$ cat src/core/nbp_pkg.sv
package nbp_pkg;
	localparam int          CLK_NS      = 10;
	localparam int          T_WP_NS     = 12;
	localparam int          T_WH_NS     = 10;
	localparam int          T_WW_NS     = 100;
	localparam int          T_RLO_NS    = 20;
	localparam int          T_RHI_NS    = 10;
	localparam int          T_WB_NS     = 100;
	localparam int          WE_LO_CYC   = (T_WP_NS + CLK_NS - 1) / CLK_NS;
	localparam int          WE_HI_CYC   = (T_WH_NS + CLK_NS - 1) / CLK_NS;
	localparam int          RE_LO_CYC   = (T_RLO_NS + CLK_NS - 1) / CLK_NS;
	localparam int          RE_HI_CYC   = (T_RHI_NS + CLK_NS - 1) / CLK_NS;
	localparam int          WW_CYC      = (T_WW_NS + CLK_NS - 1) / CLK_NS;
	localparam int          WB_CYC      = (T_WB_NS + CLK_NS - 1) / CLK_NS;
	localparam int          BLK_W       = 12;
	localparam logic [7:0]  OFS_CTRL    = 8'h00;
	localparam logic [7:0]  OFS_LOW     = 8'h04;
	localparam logic [7:0]  OFS_UP      = 8'h08;
	localparam logic [7:0]  OFS_CFG     = 8'h0C;
	localparam logic [7:0]  OFS_STAT    = 8'h10;
	localparam logic [7:0]  OFS_IRQ_ST  = 8'h14;
	localparam logic [7:0]  OFS_IRQ_CLR = 8'h18;
	localparam logic [7:0]  OFS_IRQ_EN  = 8'h1C;
	localparam int          F_INV       = 16;
	localparam int          F_WP        = 0;
	localparam int          F_BUSY      = 0;
	localparam int          F_RD_LSB    = 8;
	localparam int          F_UNLOCKED  = 16;
	localparam int          F_SOLID     = 17;
	localparam int          IRQ_W       = 2;
	localparam int          IRQ_DONE    = 0;
	localparam int          IRQ_SOLID   = 1;
	localparam int          ST_SOLID    = 0;
	localparam int          ST_SOLID_N  = 1;
	localparam int          ST_UNLOCKED = 2;
	localparam logic [7:0]  CMD_UNP_LO  = 8'h23;
	localparam logic [7:0]  CMD_UNP_UP  = 8'h24;
	localparam logic [7:0]  CMD_PROT    = 8'h2A;
	localparam logic [7:0]  CMD_SOLID   = 8'h2C;
	localparam logic [7:0]  CMD_BSTAT   = 8'h7A;
	localparam logic [7:0]  CMD_STAT    = 8'h70;
	typedef enum logic [2:0] {
		OP_NONE   = 3'b000,
		OP_UNPROT = 3'b001,
		OP_PROT   = 3'b010,
		OP_SOLID  = 3'b011,
		OP_BSTAT  = 3'b100,
		OP_STAT   = 3'b101
	} nbp_op_e;
	typedef enum logic [1:0] {
		K_CMD  = 2'b00,
		K_ADDR = 2'b01,
		K_READ = 2'b10
	} nbp_kind_e;
endpackage : nbp_pkg

$ cat src/core/nbp_cycle.sv
`timescale 1ns/1ns
module nbp_cycle
	import nbp_pkg::*;
#(
	parameter int IO_W = 8
) (
	input  wire logic            clk_i,
	input  wire logic            rst_i,
	input  wire logic            en_i,
	input  wire logic            start_i,
	input  wire nbp_kind_e       kind_i,
	input  wire logic [7:0]      byte_i,
	input  wire logic [IO_W-1:0] io_i,
	output logic                 cle_o,
	output logic                 ale_o,
	output logic                 we_n_o,
	output logic                 re_n_o,
	output logic                 io_oe_o,
	output logic [IO_W-1:0]      io_o,
	output logic [7:0]           rdata_o,
	output logic                 done_o
);
	typedef enum logic [1:0] {
		PH_IDLE = 2'b00,
		PH_SET  = 2'b01,
		PH_LO   = 2'b10,
		PH_HI   = 2'b11
	} nbp_ph_e;

	nbp_ph_e    ph_reg;
	logic [3:0] cnt_reg;
	logic       rd_reg;

	// Data and latches held through WE high so the device sees hold time
	always_ff @(posedge clk_i) begin
		if (rst_i) begin
			ph_reg  <= PH_IDLE;
			cnt_reg <= 4'h0;
			rd_reg  <= 1'b0;
			cle_o   <= 1'b0;
			ale_o   <= 1'b0;
			we_n_o  <= 1'b1;
			re_n_o  <= 1'b1;
			io_oe_o <= 1'b0;
			io_o    <= '0;
			rdata_o <= 8'h00;
			done_o  <= 1'b0;
		end else if (en_i) begin
			done_o <= 1'b0;
			unique case (ph_reg)
				PH_IDLE: if (start_i) begin
					rd_reg <= (kind_i == K_READ);
					if (kind_i == K_READ) begin
						re_n_o  <= 1'b0;
						cnt_reg <= 4'(RE_LO_CYC - 1);
						ph_reg  <= PH_LO;
					end else begin
						cle_o   <= (kind_i == K_CMD);
						ale_o   <= (kind_i == K_ADDR);
						io_o    <= IO_W'(byte_i);
						io_oe_o <= 1'b1;
						ph_reg  <= PH_SET;
					end
				end
				PH_SET: begin
					we_n_o  <= 1'b0;
					cnt_reg <= 4'(WE_LO_CYC - 1);
					ph_reg  <= PH_LO;
				end
				PH_LO: if (cnt_reg == 4'h0) begin
					if (rd_reg) begin
						rdata_o <= io_i[7:0];
						re_n_o  <= 1'b1;
						cnt_reg <= 4'(RE_HI_CYC - 1);
					end else begin
						we_n_o  <= 1'b1;
						cnt_reg <= 4'(WE_HI_CYC - 1);
					end
					ph_reg <= PH_HI;
				end else begin
					cnt_reg <= cnt_reg - 4'h1;
				end
				PH_HI: if (cnt_reg == 4'h0) begin
					done_o  <= 1'b1;
					cle_o   <= 1'b0;
					ale_o   <= 1'b0;
					io_oe_o <= 1'b0;
					ph_reg  <= PH_IDLE;
				end else begin
					cnt_reg <= cnt_reg - 4'h1;
				end
			endcase
		end
	end
endmodule : nbp_cycle

$ cat src/core/nbp_ctrl.sv
`timescale 1ns/1ns
module nbp_ctrl
	import nbp_pkg::*;
#(
	parameter int IO_W = 8
) (
	input  wire logic            MCLK_I,
	input  wire logic            RESET_I,
	input  wire logic            EN_I,
	input  wire logic            PSEL_I,
	input  wire logic            PENABLE_I,
	input  wire logic            PWRITE_I,
	input  wire logic [7:0]      PADDR_I,
	input  wire logic [31:0]     PWDATA_I,
	output logic [31:0]          PRDATA_O,
	output logic                 PREADY_O,
	output logic                 PSLVERR_O,
	output logic                 IRQ_O,
	output logic                 CE_N_O,
	output logic                 CLE_O,
	output logic                 ALE_O,
	output logic                 WE_N_O,
	output logic                 RE_N_O,
	output logic                 WP_N_O,
	input  wire logic [IO_W-1:0] IO_I,
	output logic [IO_W-1:0]      IO_O,
	output logic                 IO_OE_O,
	input  wire logic            RB_I
);
	generate
		if (IO_W != 8 && IO_W != 16) begin : g_bad_width
			$error("IO_W must be 8 or 16");
		end
	endgenerate

	typedef enum logic [2:0] {
		S_IDLE = 3'b000,
		S_WP   = 3'b001,
		S_CYC  = 3'b010,
		S_WAIT = 3'b011,
		S_GAP  = 3'b100,
		S_RB   = 3'b101
	} nbp_state_e;

	nbp_state_e       state_reg;
	nbp_op_e          op_reg;
	logic [2:0]       idx_reg;
	logic [4:0]       cnt_reg;
	logic [4:0]       wp_cnt_reg;
	logic [BLK_W-1:0] low_reg;
	logic [BLK_W-1:0] up_reg;
	logic             inv_reg;
	logic [IRQ_W-1:0] irq_st_reg;
	logic [IRQ_W-1:0] irq_en_reg;
	logic [7:0]       rd_byte;
	logic [7:0]       last_cmd_reg;
	logic [1:0]       addr_cnt_reg;
	logic [10:0]      cur;
	nbp_kind_e        cyc_kind;
	logic [7:0]       cyc_byte;
	logic             cyc_start;
	logic             cyc_done;
	logic             op_done;
	logic             wr_acc;
	logic             go;
	logic [IRQ_W-1:0] ev;

	// {last, kind, command} of step i of an operation
	function automatic logic [10:0] step(input nbp_op_e op, input logic [2:0] i);
		unique case (op)
			OP_UNPROT: step = (i == 3'd0) ? {1'b0, K_CMD, CMD_UNP_LO} :
				(i == 3'd4) ? {1'b0, K_CMD, CMD_UNP_UP} :
				{i == 3'd7, K_ADDR, 8'h00};
			OP_PROT:   step = {1'b1, K_CMD, CMD_PROT};
			OP_SOLID:  step = {1'b1, K_CMD, CMD_SOLID};
			OP_BSTAT:  step = (i == 3'd0) ? {1'b0, K_CMD, CMD_BSTAT} :
				(i == 3'd4) ? {1'b1, K_READ, 8'h00} : {1'b0, K_ADDR, 8'h00};
			OP_STAT:   step = (i == 3'd0) ? {1'b0, K_CMD, CMD_STAT} :
				{1'b1, K_READ, 8'h00};
			default:   step = {1'b1, K_CMD, CMD_STAT};
		endcase
	endfunction : step

	// Same bit layout on both widths; wide lanes stay low
	function automatic logic [7:0] addr_byte(input logic [BLK_W-1:0] b, input logic inv,
		input logic [1:0] n);
		unique case (n)
			2'd0:    addr_byte = {b[1:0], 5'b00000, inv};
			2'd1:    addr_byte = b[9:2];
			default: addr_byte = {6'b000000, b[11:10]};
		endcase
	endfunction : addr_byte

	function automatic logic reg_hit(input logic [7:0] a);
		reg_hit = (a == OFS_CTRL) || (a == OFS_LOW) || (a == OFS_UP) || (a == OFS_CFG) ||
			(a == OFS_STAT) || (a == OFS_IRQ_ST) || (a == OFS_IRQ_CLR) || (a == OFS_IRQ_EN);
	endfunction : reg_hit

	assign cur       = step(op_reg, idx_reg);
	assign cyc_kind  = nbp_kind_e'(cur[9:8]);
	// Lower boundary goes out with invert zero; the device ignores it there
	assign cyc_byte  = (cyc_kind != K_ADDR) ? cur[7:0] :
		(idx_reg < 3'd4) ? addr_byte(low_reg, 1'b0, 2'(idx_reg[1:0] - 2'd1)) :
		addr_byte(up_reg, inv_reg, 2'(idx_reg[1:0] - 2'd1));
	assign cyc_start = EN_I && (state_reg == S_CYC);
	assign op_done   = EN_I && (state_reg == S_RB) && RB_I;
	assign wr_acc    = PSEL_I && PENABLE_I && PWRITE_I;
	assign go        = wr_acc && (PADDR_I == OFS_CTRL) && (state_reg == S_IDLE) &&
		(PWDATA_I[2:0] >= OP_UNPROT) && (PWDATA_I[2:0] <= OP_STAT);
	assign PREADY_O  = 1'b1;
	assign PSLVERR_O = PSEL_I && PENABLE_I && !reg_hit(PADDR_I);

	nbp_cycle #(
		.IO_W(IO_W)
	) u_cycle (
		.clk_i  (MCLK_I),
		.rst_i  (RESET_I),
		.en_i   (EN_I),
		.start_i(cyc_start),
		.kind_i (cyc_kind),
		.byte_i (cyc_byte),
		.io_i   (IO_I),
		.cle_o  (CLE_O),
		.ale_o  (ALE_O),
		.we_n_o (WE_N_O),
		.re_n_o (RE_N_O),
		.io_oe_o(IO_OE_O),
		.io_o   (IO_O),
		.rdata_o(rd_byte),
		.done_o (cyc_done)
	);

	// Sequencer; a new order is refused while busy
	always_ff @(posedge MCLK_I) begin
		if (RESET_I) begin
			state_reg <= S_IDLE;
			op_reg    <= OP_NONE;
			idx_reg   <= 3'd0;
			cnt_reg   <= 5'd0;
			CE_N_O    <= 1'b1;
		end else if (EN_I) begin
			unique case (state_reg)
				S_IDLE: if (go) begin
					op_reg    <= nbp_op_e'(PWDATA_I[2:0]);
					idx_reg   <= 3'd0;
					CE_N_O    <= 1'b0;
					state_reg <= (PWDATA_I[2:0] == OP_SOLID) ? S_WP : S_CYC;
				end
				S_WP: if (WP_N_O && wp_cnt_reg == 5'(WW_CYC)) begin
					state_reg <= S_CYC;
				end
				S_CYC:  state_reg <= S_WAIT;
				S_WAIT: if (cyc_done) begin
					if (cur[10]) begin
						cnt_reg   <= 5'(WB_CYC);
						state_reg <= S_GAP;
					end else begin
						idx_reg   <= idx_reg + 3'd1;
						state_reg <= S_CYC;
					end
				end
				S_GAP: if (cnt_reg == 5'd0) begin
					state_reg <= S_RB;
				end else begin
					cnt_reg <= cnt_reg - 5'd1;
				end
				// Rejected locked-block work also ends once ready-busy reads high
				S_RB: if (RB_I) begin
					CE_N_O    <= 1'b1;
					state_reg <= S_IDLE;
				end
				default: state_reg <= S_IDLE;
			endcase
		end
	end

	// Write-protect pin and its settling count before 2Ch
	always_ff @(posedge MCLK_I) begin
		if (RESET_I) begin
			WP_N_O     <= 1'b0;
			wp_cnt_reg <= 5'd0;
		end else if (EN_I) begin
			if (go && PWDATA_I[2:0] == OP_SOLID && !WP_N_O) begin
				WP_N_O     <= 1'b1;
				wp_cnt_reg <= 5'd0;
			end else if (wr_acc && PADDR_I == OFS_CFG && state_reg == S_IDLE &&
				PWDATA_I[F_WP] != WP_N_O) begin
				WP_N_O     <= PWDATA_I[F_WP];
				wp_cnt_reg <= 5'd0;
			end else if (wp_cnt_reg != 5'(WW_CYC)) begin
				wp_cnt_reg <= wp_cnt_reg + 5'd1;
			end
		end
	end

	// Boundaries may be reloaded only while idle
	always_ff @(posedge MCLK_I) begin
		if (RESET_I) begin
			low_reg <= '0;
			up_reg  <= '0;
			inv_reg <= 1'b0;
		end else if (EN_I && wr_acc && state_reg == S_IDLE) begin
			if (PADDR_I == OFS_LOW) begin
				low_reg <= PWDATA_I[BLK_W-1:0];
			end
			if (PADDR_I == OFS_UP) begin
				up_reg  <= PWDATA_I[BLK_W-1:0];
				inv_reg <= PWDATA_I[F_INV];
			end
		end
	end

	// Sticky events; a set in the clearing cycle survives
	assign ev[IRQ_DONE]  = op_done;
	assign ev[IRQ_SOLID] = op_done && op_reg == OP_BSTAT && rd_byte[ST_SOLID];
	always_ff @(posedge MCLK_I) begin
		if (RESET_I) begin
			irq_st_reg <= '0;
			irq_en_reg <= '0;
		end else if (EN_I) begin
			irq_st_reg <= (irq_st_reg & ~((wr_acc && PADDR_I == OFS_IRQ_CLR) ?
				PWDATA_I[IRQ_W-1:0] : '0)) | ev;
			if (wr_acc && PADDR_I == OFS_IRQ_EN) begin
				irq_en_reg <= PWDATA_I[IRQ_W-1:0];
			end
		end
	end
	assign IRQ_O = |(irq_st_reg & irq_en_reg);

	// Read data captured in the setup cycle, shown in the access cycle
	always_ff @(posedge MCLK_I) begin
		if (RESET_I) begin
			PRDATA_O <= 32'h0000_0000;
		end else if (EN_I && PSEL_I && !PENABLE_I && !PWRITE_I) begin
			PRDATA_O <= 32'h0000_0000;
			unique case (PADDR_I)
				OFS_CTRL:   PRDATA_O[2:0] <= op_reg;
				OFS_LOW:    PRDATA_O[BLK_W-1:0] <= low_reg;
				OFS_UP:     PRDATA_O <= {15'h0000, inv_reg, 4'h0, up_reg};
				OFS_CFG:    PRDATA_O[F_WP] <= WP_N_O;
				OFS_STAT:   begin
					PRDATA_O[F_BUSY] <= (state_reg != S_IDLE);
					PRDATA_O[F_RD_LSB+7:F_RD_LSB] <= rd_byte;
					PRDATA_O[F_UNLOCKED] <= rd_byte[ST_UNLOCKED];
					PRDATA_O[F_SOLID] <= rd_byte[ST_SOLID] && !rd_byte[ST_SOLID_N];
				end
				OFS_IRQ_ST: PRDATA_O[IRQ_W-1:0] <= irq_st_reg;
				OFS_IRQ_EN: PRDATA_O[IRQ_W-1:0] <= irq_en_reg;
				default:    PRDATA_O <= 32'h0000_0000;
			endcase
		end
	end

	// Helper history of the pin stream for the checks below
	always_ff @(posedge MCLK_I) begin
		if (RESET_I) begin
			last_cmd_reg <= 8'h00;
			addr_cnt_reg <= 2'd0;
		end else if (cyc_start) begin
			if (cyc_kind == K_CMD) begin
				last_cmd_reg <= cyc_byte;
				addr_cnt_reg <= 2'd0;
			end else if (cyc_kind == K_ADDR && addr_cnt_reg != 2'd3) begin
				addr_cnt_reg <= addr_cnt_reg + 2'd1;
			end
		end
	end
endmodule : nbp_ctrl

$ cat config.mk
export PLATFORM = sky130hd
export DESIGN_NAME = nbp_ctrl
export DESIGN_NICKNAME = d
export VERILOG_FILES = /design/src/core/nbp_pkg.sv /design/src/core/nbp_cycle.sv /design/src/core/nbp_ctrl.sv
export SDC_FILE = /design/constraint.sdc
export NUM_CORES = 1
export LEC_CHECK = 0
export BUFFER_PORTS_ARGS = -buffer_cell sky130_fd_sc_hd__buf_2
export CAP_MARGIN = 10
export CELL_PAD_IN_SITES_DETAIL_PLACEMENT = 0
export CELL_PAD_IN_SITES_GLOBAL_PLACEMENT = 1
export CORE_AREA = 4 4 166 88
export CTS_CLUSTER_DIAMETER = 60
export DETAILED_ROUTE_END_ITERATION = 10
export DIE_AREA = 0 0 170 92
export PLACE_DENSITY = 0.82
export SYNTH_ARGS = -nofsm -noshare
export SYNTH_HDL_FRONTEND = slang
export SYNTH_HIERARCHICAL = 1
export SYNTH_SLANG_ARGS = --single-unit
$ cat constraint.sdc
create_clock -name MCLK_I -period 3.61 [get_ports MCLK_I]
set_input_delay 0.1805 -clock MCLK_I [delete_from_list [all_inputs] [get_ports MCLK_I]]
set_output_delay 0.1805 -clock MCLK_I [all_outputs]
set_load 0.01 [all_outputs]
# After elaboration in Yosys (flattened, before gate mapping)
# Index checks and enable logic that the tools add are counted.
dict set report totals {
  register_bits 97
  latchBits 0
  ram_bits 0
  rom_bits 0
  in_bits 55
  out_inout_bits 50
  elab_cells 228
  memories 0
}
dict set report classes {
  addsub 5
  mul 0
  div 0
  magnitude_cmp 3
  eq_ne 46
  n_shift 0
  n_mux 71
  bitwise 5
  n_reduce_logical 74
}
# op n
set ops {}
lappend ops {{$mux W11} 5}
lappend ops {{$pmux W11 S5} 1}
lappend ops {{$eq A8 B5 Y1 const B} 4}
lappend ops {{$pmux W8 S2} 2}
lappend ops {{$mux W5} 6}
lappend ops {{$mux W3} 9}
lappend ops {{$logic_and A1 B1 Y1} 26}
lappend ops {{$reduce_and A4 Y1} 6}
lappend ops {{$ne A2 B2 Y1 const B} 11}
lappend ops {{$pmux W5 S2} 2}
lappend ops {{$mux W1} 19}
lappend ops {{$eq A3 B3 Y1 const B} 6}
lappend ops {{$pmux W3 S6} 1}
lappend ops {{$eq A8 B4 Y1 const B} 2}
lappend ops {{$mux W4} 4}
lappend ops {{$mux W8} 2}
lappend ops {{$pmux W4 S4} 1}
lappend ops {{$eq A3 B2 Y1 const B} 5}
lappend ops {{$reduce_and A5 Y1} 3}
lappend ops {{$reduce_bool A2 Y1} 7}
lappend ops {{$mux W2} 6}
lappend ops {{$ne A2 B1 Y1 const B} 6}
lappend ops {{$pmux W1 S2} 6}
lappend ops {{$pmux W4 S3} 1}
lappend ops {{37 further kinds} 63}

# Logic depth before layout (Yosys ltp)
dict set report logic_depth {
  word_depth 10
  depth_mapped 12
  depth_no_buf 9
}

# Modules after synthesis
# Netlist, hierarchy kept.
# module instances cells_each area_each_um2 seq_area_each_um2
set by_module_without_submodules {}
lappend by_module_without_submodules {nbp_ctrl 1 493 3913.8 1361.3}
lappend by_module_without_submodules {nbp_cycle 1 138 1363.8 580.6}

# Least setup slack after synthesis
# OpenSTA, ideal clock, no wires.
dict set report synth_timing {
  kind {reg-to-reg}
  from {register op_reg[2]}
  to {register u_cycle.cle_o}
  setup_ns 0.128
  arrival_ns 2.504
  t_required_ns 3.482
  slack_ns 0.978
  path_stages_with_launch 13
  path_buffers 3
  synth_period_minus_slack_ns 2.632
  path_cell_list {dfxtp_1 > clkbuf_1 > inv_1 > ha_1 > nor2_1 > a21oi_1 > nor3_1 > clkbuf_1 > nor2b_2 > buf_6 > nor2_4 > a221oi_1 > o2bb2ai_1}
}
dict set report synth_between {
  elab_chain_cells 6
  word_cells_on_any_way 13
  cone_classes {eq/ne: 7; mux: 4; reduce/logical: 2}
}
# item line_no
set synth_lines {}
lappend synth_lines {{from (decl)} nbp_ctrl.sv:46} ;# nbp_op_e op_reg;
lappend synth_lines {{from (signal assigned)} nbp_ctrl.sv:144} ;# op_reg <= nbp_op_e'(PWDATA_I[2:0]);
lappend synth_lines {{$eq A3 B3 Y1 (tied with other cells)} nbp_ctrl.sv:70} ;# unique case (op)
lappend synth_lines {{$pmux W11 S5 (*)} nbp_ctrl.sv:70}
lappend synth_lines {{net cur[8]} nbp_ctrl.sv:58} ;# logic [10:0] cur;
lappend synth_lines {{$logic_not A2 Y1} nbp_cycle.sv:58} ;# cle_o <= (kind_i == K_CMD);
lappend synth_lines {{$mux W1} nbp_cycle.sv:53} ;# if (kind_i == K_READ) begin
lappend synth_lines {{$mux W1} nbp_cycle.sv:51} ;# PH_IDLE: if (start_i) begin
lappend synth_lines {{$pmux W1 S2} nbp_cycle.sv:50} ;# unique case (ph_reg)
lappend synth_lines {{to (signal assigned)} nbp_cycle.sv:58}
lappend synth_lines {{to (decl)} nbp_cycle.sv:14} ;# output logic cle_o,
# The timed path passes the listed nets; every way through them passes the cells marked *. The select of a mux whose other input is x is not followed.
# A chain may end at the register's enable or synchronous reset.

# Final worst setup path
dict set report layout_timing {
  from {register op_reg[2]}
  to {register u_cycle.cnt_reg[2]}
}
dict set report layout_between {
  elab_chain_cells 5
  word_cells_on_any_way 9
  cone_classes {eq/ne: 7; mux: 1; reduce/logical: 1}
}
# item line_no
set layout_lines {}
lappend layout_lines {{$eq A3 B3 Y1 (tied with other cells)} nbp_ctrl.sv:70}
lappend layout_lines {{$pmux W11 S5 (*)} nbp_ctrl.sv:70}
lappend layout_lines {{$eq A2 B2 Y1 (*)} nbp_cycle.sv:53}
lappend layout_lines {{$ne A2 B1 Y1 (no source line) (*)} -}
lappend layout_lines {{$reduce_and A4 Y1 (no source line) (*)} -}
lappend layout_lines {{to (signal assigned)} nbp_cycle.sv:55} ;# cnt_reg <= 4'(RE_LO_CYC - 1);
lappend layout_lines {{to (signal assigned)} nbp_cycle.sv:67} ;# cnt_reg <= 4'(WE_LO_CYC - 1);
lappend layout_lines {{to (signal assigned)} nbp_cycle.sv:74} ;# cnt_reg <= 4'(RE_HI_CYC - 1);
lappend layout_lines {{to (decl)} nbp_cycle.sv:31} ;# logic [3:0] cnt_reg;
# Every way passes the cells marked *; elsewhere a longest branch is shown, timed or not.

==> key figures <==
Floorplanning
  – I/O pins: 105
  – Die footprint: 15,600 um2
  – DIE WIDTH: 170 um
  – Core area: 13,200 um2
  – Die Ht: 92 um
  – Row count: 30
  – Initial Util: 0.401

Detailed routing
  – Drt pass-1 iters: 5
  – Initial DRC count: 550
  – Final ANT Viol Nets: 0
  – Wirelength per Cell: 17.6 um
  – Vias: 4,809
  – DR vias/cell: 5.57
  – DRC viols: 0
  – Routed wire length: 15,200 um

Run status
  – Outcome: complete, no violations

Clock tree
  – CTS Buf Count: 9
  – CTS tree: built
  – H-tree lvl count: 3
  – Clock sinks: 97
  – Clock tree buffer depth: 2
  – Post-CTS Hold Buffers: 0
  – Setup bufs post-CTS: 0
  – Clock transition at the registers of the reported paths: 0.08 ns
  – Clk root buf: clkbuf_16
  – Clk_lat worst skew: 0.34 ns
  – Cts repair resizes: 0

Cells and area
  – Layout cell share with drive strength beyond 1: 0.181
  – Area delta synth->final: 12.6%
  – Fillcell total: 1,316
  – Nets: 752
  – Max reg flops: 18

Global route
  – Vias in the first global route: 4,418
  – GRT Total Usage: 0.194
  – Overflow after GRT: 0
  – Largest net degree at the start of global routing: 50
  – Initial antenna violation count: 0
  – Global-route wire length before repair: 24,200 um

Worst setup path
  – Slowest cell on crit path: dfxtp_1
  – Worst-path cell chain: inv_1 > ha_1 > nor2_1 > a21oi_1 > nor3_1 > nor2b_2 > a31oi_4 > or4_1 > a21oi_1
  – Critical Path Start Type: flip-flop
  – Worst EP arrival: 2.98 ns
  – Critical Path RT: 3.89 ns
  – CP max stage delay: 0.55 ns
  – Most Frequent Cell on Critical Path: a21oi_1
  – Worst Path Class, Setup: reg2reg
  – Crit. End Element: flip-flop
  – Crit path max fanout: 10

STA
  – Fin crit period: 2.70 ns
  – Fmax achieved: 0.370 GHz
  – Setup violators final: 0
  – Pins Over Slew Limit: 0
  – Final Worst Setup Slack: 0.908 ns
  – Period Utilization, post-route: 0.748
  – Final hold violation count: 0
  – TNS Setup: 0 ns
  – Worst Clk Skew: 0.0104 ns
  – Relative slew margins: 0.442
  – Worst slew pin tran: 0.837 ns
  – RSZ-0062 raised after global routing: no

Power and ir drop
  – PD cells: 367 nW/um2
  – Design Power: 2.18 mW
  – Sw frac: 0.259
  – Peak VDD IR: 0.306 mV
  – Clock power frac: 0.428
  – NetSw: 0.566 mW
  – Comb pwr share: 0.074
  – Reg power frac: 0.498
  – P_leak: 2.20 nW
  – Cell Int Power: 1.61 mW

Placement
  – Dpl hpwl: 11,500 um
  – Input/output buffers: 70
  – RePlAce Congestion: 0.869
  – Worst slack at placement: 0.942 ns

Logic synthesis
  – FFs w/ async S/R, synth: 0
  – Main synth FF type: dfxtp_1
  – Post-synthesis cell count: 631
  – Synth cell types: 77
  – Synth warn: 6
  – Seq cells post-synth: 97
  – Post-synthesis cell area: 5280 um2
  – Syn_area_per_cell: 8.36 um2
  – Post-synth EDFFs: 0
  – Sequential cell area fraction in the yosys report: 0.368

Worst hold path
  – Hold Path Class: in2reg

Job
  – Number of max-cap violations: 0
[cell type report]
class                           count  area, um2  share of cell area
Antenna cell                        1       2.50            0.000421
Clock buffer                        9        225              0.0379
Clock inverter                      7       60.1              0.0101
Inverter                           28        105              0.0177
Multi-Input combinational cell    468       2980               0.502
Sequential cell                    97       1940               0.327
Tap cell                          176        220              0.0371
Timing Repair Buffer               77        403              0.0678
[cell usage in the layout, fill, tap and decap left out, types with 9 or more instances in the layout]
cell,n
nand3_1,20
a221oi_1,10
nand2_1,79
clkbuf_16,9
a22oi_1,16
nor2b_1,16
ha_1,16
o21ai_0,14
inv_1,28
dfxtp_1,97
nor3_1,16
mux2i_1,29
a21oi_1,47
buf_2,70
nor2_1,61
conb_1,15
[worst paths after layout]
kind	slack (ns)	endpoint	startpoint	cells past startpoint
setup reg to reg	0.91	u_cycle/cnt_reg[2]	op_reg[2]	9
hold reg to reg	0.45	u_cycle/re_n_o	u_cycle/re_n_o	1
hold / removal	0.07	u_cycle/rdata_o[0]	IO_I[0]	3
setup / recovery	0.91	u_cycle/cnt_reg[2]	op_reg[2]	9
[per-layer routing]
| layer | GRT usage | part of all wire | vias up |
|---|---|---|---|
| li1 | - | - | 2329 |
| met1 | 0.316 | 0.52 | 2265 |
| met2 | 0.240 | 0.36 | 211 |
| met3 | 0.0706 | 0.12 | 4 |
| met4 | 0.0206 | 0.0022 | 0 |
| met5 | 0 | 0 | - |
[logic make-up (layout without fill, tap and decap cells)]
group,count (synthesis),count (layout),synth area share
flops,97,97,0.368
mux,37,37,0.0742
other cells,2,16,0.00142
xor+xnor,3,3,0.00498
simple gates,251,251,0.244
fa+ha+maj,16,16,0.0379
buf+inv,79,121,0.0761
compound gates,146,146,0.193
[critical path: cells and delay by family (launching register included)]
family          cells  cell delay, ns
buf+inv             1            0.11
flops               1            0.55
simple gates        4            1.08
compound gates      3            0.52
fa+ha+maj           1            0.39
[cell usage after synthesis (7+ instances only)]
cell type	number	share of area
nor3_1	16	0.015
and3_1	7	0.0083
nand2_1	79	0.056
a221oi_1	10	0.017
a22oi_1	16	0.023
a21oi_1	47	0.045
nor2_1	61	0.043
nand3_1	20	0.019
o2bb2ai_1	7	0.012
clkbuf_1	25	0.018
inv_1	28	0.020
o21ai_0	14	0.013
buf_4	19	0.027
nor2b_1	16	0.019
ha_1	16	0.038
mux2i_1	29	0.055
mux2_2	7	0.015
dfxtp_1	97	0.37
[power by group through the flow]
stage               logic (mW)  clock network, mW  registers, mW
finish                   0.161              0.933           1.09
global route             0.178              0.998           1.09
CTS                      0.158              0.949           1.09
detailed placement       0.158                  0           1.11
global placement         0.155                  0           1.11
floorplan                0.112                  0           1.11
[per-stage QoR]
| stage | utilization | hold slack [ns] | area (um2) | std cells |
|---|---|---|---|---|
| final | 0.451 | 0.0668 | 5940 | 863 |
| after global routing | 0.451 | 0.0693 | 5940 | 862 |
| after detailed placement | 0.429 | 0.425 | 5650 | 846 |
| after CTS | 0.451 | 0.0603 | 5940 | 862 |
| after floorplan | - | 0.321 | 5330 | 644 |
| after global placement | 0.429 | 0.415 | 5650 | 846 |
(Power assumes the default switching activity.)
